### src/node_switch_pkg.sv
// constants for the node switch configuration and routing block
`default_nettype none
package node_switch_pkg;

  // register numbers carried in configuration messages
  localparam logic [15:0] REG_DESCRIPTION = 16'h0001;
  localparam logic [15:0] REG_SWITCH_CFG  = 16'h0004;
  localparam logic [15:0] REG_NODE_ID     = 16'h0005;
  localparam logic [15:0] REG_CLK_MULT    = 16'h0006;
  localparam logic [15:0] REG_DIRS_LOW    = 16'h000C;
  localparam logic [15:0] REG_DIRS_HIGH   = 16'h000D;
  localparam logic [15:0] REG_DEBUG_PIN   = 16'h0010;

  // field positions
  localparam int DESC_LINKS_LSB  = 16;
  localparam int DESC_CORES_LSB  = 8;
  localparam int DESC_LPP_LSB    = 0;
  localparam int CFG_WR_LOCK_BIT = 31;
  localparam int CFG_CM_LOCK_BIT = 8;
  localparam int CFG_HDR_BIT     = 0;
  localparam int DBG_TRAP_BIT    = 1;
  localparam int DBG_PULL_BIT    = 0;
  localparam int NODE_ID_W       = 16;
  localparam int DIR_W           = 4;

  // values after reset
  localparam logic [15:0] NODE_ID_RST  = 16'h0000;
  localparam logic [31:0] DIRS_RST     = 32'h0000_0000;
  localparam logic [31:0] CLK_MULT_RST = 32'h0000_0000;

  // response control tokens
  localparam logic [31:0] TOK_ACK  = 32'h0000_0003;
  localparam logic [31:0] TOK_NACK = 32'h0000_0004;
  localparam logic [31:0] TOK_END  = 32'h0000_0001;

  typedef enum logic [1:0] {RSP_IDLE, RSP_DATA, RSP_END} rsp_state_t;

endpackage : node_switch_pkg
`default_nettype wire

### src/route_lookup_if.sv
// lookup request and answer between the switch top and its route decoder
`default_nettype none
interface route_lookup_if;
  logic [15:0] dest;
  logic [15:0] node_id;
  logic [63:0] dirs;
  logic        local_hit;
  logic [3:0]  dir;

  modport requester (output dest, output node_id, output dirs, input local_hit, input dir);
  modport decoder   (input dest, input node_id, input dirs, output local_hit, output dir);
endinterface : route_lookup_if
`default_nettype wire

### src/node_switch_route_config.sv
// switch configuration registers, message responder and route decision
`default_nettype none
module node_switch_route_config #(
  parameter logic [7:0] LINK_COUNT     = 8'h04,
  parameter logic [7:0] CORE_COUNT     = 8'h01,
  parameter logic [7:0] LINKS_PER_CORE = 8'h04
) (
  // clock and reset
  input  wire logic        clk,
  input  wire logic        rst,
  // configuration message request
  input  wire logic        cfg_req_valid,
  input  wire logic        cfg_req_write,
  input  wire logic [15:0] cfg_req_reg,
  input  wire logic [31:0] cfg_req_wdata,
  output var  logic        cfg_req_ready,
  // configuration response tokens
  output var  logic        cfg_rsp_valid,
  output var  logic        cfg_rsp_ctrl,
  output var  logic [31:0] cfg_rsp_word,
  // packet routing
  input  wire logic        pkt_valid,
  input  wire logic [15:0] pkt_dest,
  output var  logic        route_valid,
  output var  logic        route_local,
  output var  logic [3:0]  route_dir,
  // switch state
  output var  logic        one_byte_header,
  output var  logic [31:0] clk_mult_setting,
  output var  logic        tile_reset,
  // debug
  input  wire logic        node_in_debug,
  input  wire logic        debug_n_i,
  output var  logic        debug_n_o,
  output var  logic        debug_n_oe,
  output var  logic        debug_call_trap
);
  import node_switch_pkg::*;

  typedef struct packed {
    logic [15:0] node_id;
    logic        wr_lock;
    logic        cm_lock;
    logic        hdr_mode;
    logic [31:0] clk_mult;
    logic [63:0] dirs;
    logic        dbg_trap_en;
    logic        dbg_pull_en;
    rsp_state_t  rsp_st;
    logic [31:0] rd_data;
    logic        ready;
    logic        rsp_valid;
    logic        rsp_ctrl;
    logic [31:0] rsp_word;
    logic        tile_rst;
    logic [1:0]  dbg_sync;
    logic        dbg_prev;
    logic        trap;
    logic        n_oe;
    logic        route_valid;
    logic        route_local;
    logic [3:0]  route_dir;
  } state_t;

  state_t s_q;
  state_t s_d;

  route_lookup_if lk ();

  assign lk.dest    = pkt_dest;
  assign lk.node_id = s_q.node_id;
  assign lk.dirs    = s_q.dirs;

  route_lookup #(
    .IDW (NODE_ID_W)
  ) u_lookup (
    .lk (lk)
  );

  logic        acc;
  logic        mapped;
  logic        wr_ok;
  logic [31:0] desc_word;
  logic [31:0] rd_mux;

  assign desc_word = {8'h00, LINK_COUNT, CORE_COUNT, LINKS_PER_CORE};
  assign acc       = cfg_req_valid && s_q.ready;

  always_comb
  begin
    mapped = 1'b1;
    rd_mux = 32'h0000_0000;
    case (cfg_req_reg)
      REG_DESCRIPTION: rd_mux = desc_word;
      REG_SWITCH_CFG:  rd_mux = {s_q.wr_lock, 22'h000000, s_q.cm_lock, 7'h00, s_q.hdr_mode};
      REG_NODE_ID:     rd_mux = {16'h0000, s_q.node_id};
      REG_CLK_MULT:    rd_mux = s_q.clk_mult;
      REG_DIRS_LOW:    rd_mux = s_q.dirs[31:0];
      REG_DIRS_HIGH:   rd_mux = s_q.dirs[63:32];
      REG_DEBUG_PIN:   rd_mux = {30'h00000000, s_q.dbg_trap_en, s_q.dbg_pull_en};
      default:         mapped = 1'b0;
    endcase
    wr_ok = mapped && !s_q.wr_lock && (cfg_req_reg != REG_DESCRIPTION)
            && !(s_q.cm_lock && (cfg_req_reg == REG_CLK_MULT));
  end

  always_comb
  begin
    s_d             = s_q;
    s_d.tile_rst    = 1'b0;
    s_d.trap        = 1'b0;
    s_d.rsp_valid   = 1'b0;
    s_d.rsp_ctrl    = 1'b0;
    s_d.rsp_word    = 32'h0000_0000;
    // first stage feeds only the second
    s_d.dbg_sync    = {s_q.dbg_sync[0], debug_n_i};
    s_d.dbg_prev    = s_q.dbg_sync[1];
    s_d.trap        = s_q.dbg_trap_en && s_q.dbg_prev && !s_q.dbg_sync[1];
    s_d.n_oe        = s_q.dbg_pull_en && node_in_debug;
    s_d.route_valid = pkt_valid;
    if (pkt_valid)
    begin
      s_d.route_local = lk.local_hit;
      s_d.route_dir   = lk.local_hit ? 4'h0 : lk.dir;
    end
    case (s_q.rsp_st)
      RSP_IDLE:
      begin
        if (acc)
        begin
          s_d.rsp_valid = 1'b1;
          s_d.rsp_ctrl  = 1'b1;
          s_d.ready     = 1'b0;
          s_d.rd_data   = rd_mux;
          if (cfg_req_write)
          begin
            s_d.rsp_word = wr_ok ? TOK_ACK : TOK_NACK;
            s_d.rsp_st   = RSP_END;
            if (wr_ok)
            begin
              case (cfg_req_reg)
                // header mode; locks are set-only until reset
                REG_SWITCH_CFG:
                begin
                  s_d.wr_lock  = cfg_req_wdata[CFG_WR_LOCK_BIT];
                  s_d.cm_lock  = s_q.cm_lock | cfg_req_wdata[CFG_CM_LOCK_BIT];
                  s_d.hdr_mode = cfg_req_wdata[CFG_HDR_BIT];
                end
                REG_NODE_ID: s_d.node_id = cfg_req_wdata[NODE_ID_W-1:0];
                REG_CLK_MULT:
                begin
                  s_d.clk_mult = cfg_req_wdata;
                  s_d.tile_rst = 1'b1;
                end
                REG_DIRS_LOW: s_d.dirs[31:0] = cfg_req_wdata;
                REG_DIRS_HIGH: s_d.dirs[63:32] = cfg_req_wdata;
                REG_DEBUG_PIN:
                begin
                  s_d.dbg_trap_en = cfg_req_wdata[DBG_TRAP_BIT];
                  s_d.dbg_pull_en = cfg_req_wdata[DBG_PULL_BIT];
                end
                default: s_d.node_id = s_q.node_id;
              endcase
            end
          end
          else
          begin
            s_d.rsp_word = mapped ? TOK_ACK : TOK_NACK;
            s_d.rsp_st   = mapped ? RSP_DATA : RSP_END;
          end
        end
      end
      RSP_DATA:
      begin
        s_d.rsp_valid = 1'b1;
        s_d.rsp_word  = s_q.rd_data;
        s_d.rsp_st    = RSP_END;
      end
      RSP_END:
      begin
        s_d.rsp_valid = 1'b1;
        s_d.rsp_ctrl  = 1'b1;
        s_d.rsp_word  = TOK_END;
        s_d.rsp_st    = RSP_IDLE;
        s_d.ready     = 1'b1;
      end
      default:
      begin
        s_d.rsp_st = RSP_IDLE;
        s_d.ready  = 1'b1;
      end
    endcase
  end

  always_ff @(posedge clk)
  begin
    if (rst)
    begin
      s_q          <= '0;
      s_q.node_id  <= NODE_ID_RST;
      s_q.dirs     <= {DIRS_RST, DIRS_RST};
      s_q.clk_mult <= CLK_MULT_RST;
      s_q.rsp_st   <= RSP_IDLE;
      s_q.ready    <= 1'b1;
      s_q.dbg_sync <= 2'h3;
      s_q.dbg_prev <= 1'b1;
    end
    else
    begin
      s_q <= s_d;
    end
  end

  assign cfg_req_ready    = s_q.ready;
  assign cfg_rsp_valid    = s_q.rsp_valid;
  assign cfg_rsp_ctrl     = s_q.rsp_ctrl;
  assign cfg_rsp_word     = s_q.rsp_word;
  assign route_valid      = s_q.route_valid;
  assign route_local      = s_q.route_local;
  assign route_dir        = s_q.route_dir;
  assign one_byte_header  = s_q.hdr_mode;
  assign clk_mult_setting = s_q.clk_mult;
  assign tile_reset       = s_q.tile_rst;
  // open drain: only ever drives low
  assign debug_n_o        = 1'b0;
  assign debug_n_oe       = s_q.n_oe;
  assign debug_call_trap  = s_q.trap;

  logic wr_acc;
  assign wr_acc = acc && cfg_req_write;
endmodule // node_switch_route_config
`default_nettype wire

### src/route_lookup.sv
// highest mismatching bit picks one direction nibble
`default_nettype none
module route_lookup #(
  parameter int IDW = 16
) (
  route_lookup_if.decoder lk
);
  import node_switch_pkg::*;

  logic [IDW-1:0] diff;

  always_comb
  begin
    diff         = lk.dest ^ lk.node_id;
    lk.dir       = 4'h0;
    lk.local_hit = (diff == '0);
    // last hit is the highest bit
    for (int i = 0; i < IDW; i++)
    begin
      if (diff[i])
      begin
        lk.dir = lk.dirs[i*DIR_W +: DIR_W];
      end
    end
  end

endmodule // route_lookup
`default_nettype wire

### config.mk
export PLATFORM = sky130hd
export DESIGN_NAME = node_switch_route_config
export DESIGN_NICKNAME = d
export VERILOG_FILES = /design/src/node_switch_pkg.sv /design/src/route_lookup_if.sv /design/src/node_switch_route_config.sv /design/src/route_lookup.sv
export SDC_FILE = /design/constraint.sdc
export NUM_CORES = 1
export LEC_CHECK = 0
export BUFFER_PORTS_ARGS = -buffer_cell sky130_fd_sc_hd__buf_4
export CAP_MARGIN = 20
export CORE_ASPECT_RATIO = 0.75
export CORE_MARGIN = 5
export CORE_UTILIZATION = 30
export DETAILED_ROUTE_END_ITERATION = 12
export HOLD_SLACK_MARGIN = 0.1
export PLACE_DENSITY = 0.6
export RECOVER_POWER = 100
export SYNTH_ARGS = -nofsm -noshare
export SYNTH_HDL_FRONTEND = slang
export SYNTH_SLANG_ARGS = --single-unit
### constraint.sdc
create_clock -name clk -period 4.9 [get_ports clk]
set_clock_uncertainty 0.1 [all_clocks]
set_input_delay 1.47 -clock clk [delete_from_list [all_inputs] [get_ports clk]]
set_output_delay 1.47 -clock clk [all_outputs]
set_load 0.02 [all_outputs]
==> impl_metrics.json <==
{
  "maxClockFrequency_mhz": 233,
  "floorplan.die_area_um2": 35200,
  "layout_commonest_cell": "dfxtp_1",
  "synth_nets": 1065,
  "post_route_cells_drive_above_1_share_pct": 12.7,
  "power.leakage_nw": 4.17,
  "core_region_area_um2": 31200,
  "type_of_element_launching_the_critical_path": "input pin",
  "pwr_density_cell_nw_per_um2": 305,
  "synth_cell_type_count": 65,
  "yosys_warnings": 0,
  "most-common-layout-cells": "198 x dfxtp_1, 149 x nand2b_1, 117 x mux2i_1",
  "busiest_layer": "met2",
  "hold_violations": 0,
  "grt.met2_usage_pct": 24.7,
  "hpwl_mm": 21.2,
  "cts_tree": "done",
  "grt_util_all_layers_pct": 16.1,
  "clock_path_buffers": 2,
  "critPathCaptureType": "flop",
  "violations": "capacitance limit, slew limit",
  "cell_rows": 56,
  "critical-path-max-stage-delay_ns": 0.56,
  "design.final.nets": 1126,
  "route.vias.total": 7294,
  "clock_pin_slew_of_the_registers_on_the_worst_case_setup_and_hold_paths_ns": 0.07,
  "cts_buffers": 17,
  "routed_wirelength_mm": 28.6,
  "timing.slew.headroom_pct": -59.0,
  "worst_hold_path_type": "reg2reg",
  "post_synth_edffs": 0,
  "yosys_register_bits": 198,
  "start_util_pct": 30.3,
  "cp_max_fo": 13,
  "grt_pass1_vias": 7243,
  "globalRouteMet1Util_pct": 23.6,
  "seq_area_frac_synth_pct": 42.0,
  "clk_latency_ns": 0.44,
  "fraction_of_the_cycle_the_final_worst_path_needs_pct": 87.7,
  "gr-usage-met3_pct": 3.41,
  "post-layout-total-power_mw": 3.27,
  "syn_area_um2": 9440,
  "grt_setup_unrepaired": "false",
  "largest_net_degree_at_the_start_of_global_routing": 124,
  "gp_congestion": 0.894,
  "final_max_slew_viol_count": 63,
  "post-route-worst-setup-slack_ns": 0.604,
  "critical_path_required_ns": 5.11,
  "die_x_extent_um": 215,
  "drt-initial-drc-count": 747,
  "clock-root-buffer": "clkbuf_16",
  "worst-slew-pin-transition_ns": 2.39,
  "cp_slowest_cell": "nor4_4",
  "drt_pre_antenna_iters": 7,
  "drc": 0,
  "fin_tns_setup_ns": 0,
  "chain_of_cells_forming_the_critical_path": "clkbuf_4 > nor4_2 > nand4b_1 > nor4_4 > nor3_1 > and3_1 > clkbuf_2 > mux2i_1",
  "async_reset_ff_share_pct": 0,
  "final_util_pct": 34.4,
  "synthesis.area_per_instance_um2": 9.54,
  "stdcell_area_um2": 10700,
  "ctsHoldBuffers": 0,
  "placement.cell_area_um2": 10400,
  "irDropWorstVdd_mv": 0.203,
  "arrival_ns": 4.50,
  "overflow": 0,
  "post_cts.resized_instances": 0,
  "worst-setup-path-type": "in2reg",
  "setup_viol": 0,
  "max_cap_violation_count": 1,
  "preCtsSetupSlack_ns": 0.585,
  "io_pins": 149,
  "htree_num_levels": 4,
  "synthCells": 990,
  "r2r_setup_slk_ns": 1.52,
  "cts_setup_buffers": 0,
  "drt-vias-per-instance": 4.95,
  "numPortBuffers": 147,
  "run_status": "complete, but fails checks",
  "grt_first_pass_wirelength_mm": 44.2,
  "ys.flop_type": "dfxtp_1",
  "initial_antenna_violation_count": 0,
  "syn_to_final_growth_pct": 13.6,
  "die-height_um": 164,
  "period_minus_slack_ns": 4.30,
  "antenna_violating_nets_left": 0,
  "route.detailed.wl_per_inst_um": 19.4,
  "cts.sink_count": 198
}
worst paths after layout:
path | endpoint | cells after the start | from
worst max-delay path | lk.dirs[56] | 8 | cfg_req_reg[9]
worst min-delay path | s_d[8] | 1 | s_d[10]
worst max register to register | lk.node_id[0] | 8 | s_q[80]
worst min register to register | s_d[8] | 1 | s_d[10]
layer usage:
layer / vias up / routed length, µm / part of all wire (%)
met3: 11 / 1780 / 6.2
li1: 3532 / - / -
met1: 3533 / 13900 / 49
met5: - / 0 / 0
met2: 218 / 12700 / 44
met4: 0 / 171 / 0.60
metrics by stage:
stage,cells,hold slack [ns]
detailed placement,1438,0.298
global placement,1438,0.292
global route,1470,0.345
floorplan,990,0.289
finish,1474,0.313
CTS,1470,0.316
worst max-delay path, delay by kind of cell:
family	cells	cell delay [ns]
mux	1	0.21
buf+inv	2	0.56
simple gates	5	2.24
registers in the layout (all words and copies together), names as in the netlist:
register	cells
lk.dirs	64
s_q	39
cfg_rsp_word	32
clk_mult_setting	32
lk.node_id	16
route_dir	4
s_d	2
cfg_req_ready	1
cfg_rsp_ctrl	1
cfg_rsp_valid	1
debug_call_trap	1
debug_n_oe	1
one_byte_header	1
route_local	1
route_valid	1
tile_reset	1
report_power, final:
part | leakage (nW) | internal (mW) | total, mW | switching, mW
sequential | 1.60 | 1.61 | 1.62 | 0.00396
clock | 0.294 | 0.728 | 1.43 | 0.705
combinational | 2.28 | 0.0907 | 0.217 | 0.126
cell usage after synthesis, types with 12 or more instances:
cell type / instances / share of area, %
a21boi_0: 13 / 1.0
a21o_1: 14 / 1.1
a21oi_1: 20 / 1.1
a222oi_1: 19 / 2.0
a22oi_1: 19 / 1.5
and2_1: 31 / 2.1
buf_4: 73 / 5.8
clkbuf_1: 35 / 1.4
dfxtp_1: 198 / 42
mux2i_1: 117 / 12
nand2_1: 60 / 2.4
nand2b_1: 149 / 9.9
nand3_1: 16 / 0.85
nor2_1: 39 / 1.6
o21ai_0: 27 / 1.4
xnor2_1: 12 / 1.1
kinds of logic after synthesis:
logic type / count (synthesis) / share of synthesized area, %
and+or+nand+nor: 349 / 21.4
DFF: 198 / 42.0
AOI/OAI and AO/OA: 165 / 12.9
buffers and inverters: 133 / 8.61
muxes: 117 / 12.4
xor gates and xnor gates: 23 / 2.13
adders and majority gates: 4 / 0.530
other: 1 / 0.0397
layout make-up:
class / count / area [µm²]
Sequential cell: 198 / 3960
Clock buffer: 17 / 425
Multi-Input combinational cell: 659 / 4680
Tap cell: 406 / 508
Fill cell: 3283 / 20500
Timing Repair Buffer: 163 / 926
Inverter: 12 / 45.0
Antenna cell: 4 / 10.0
Clock inverter: 15 / 173
(Power assumes the default switching activity.)
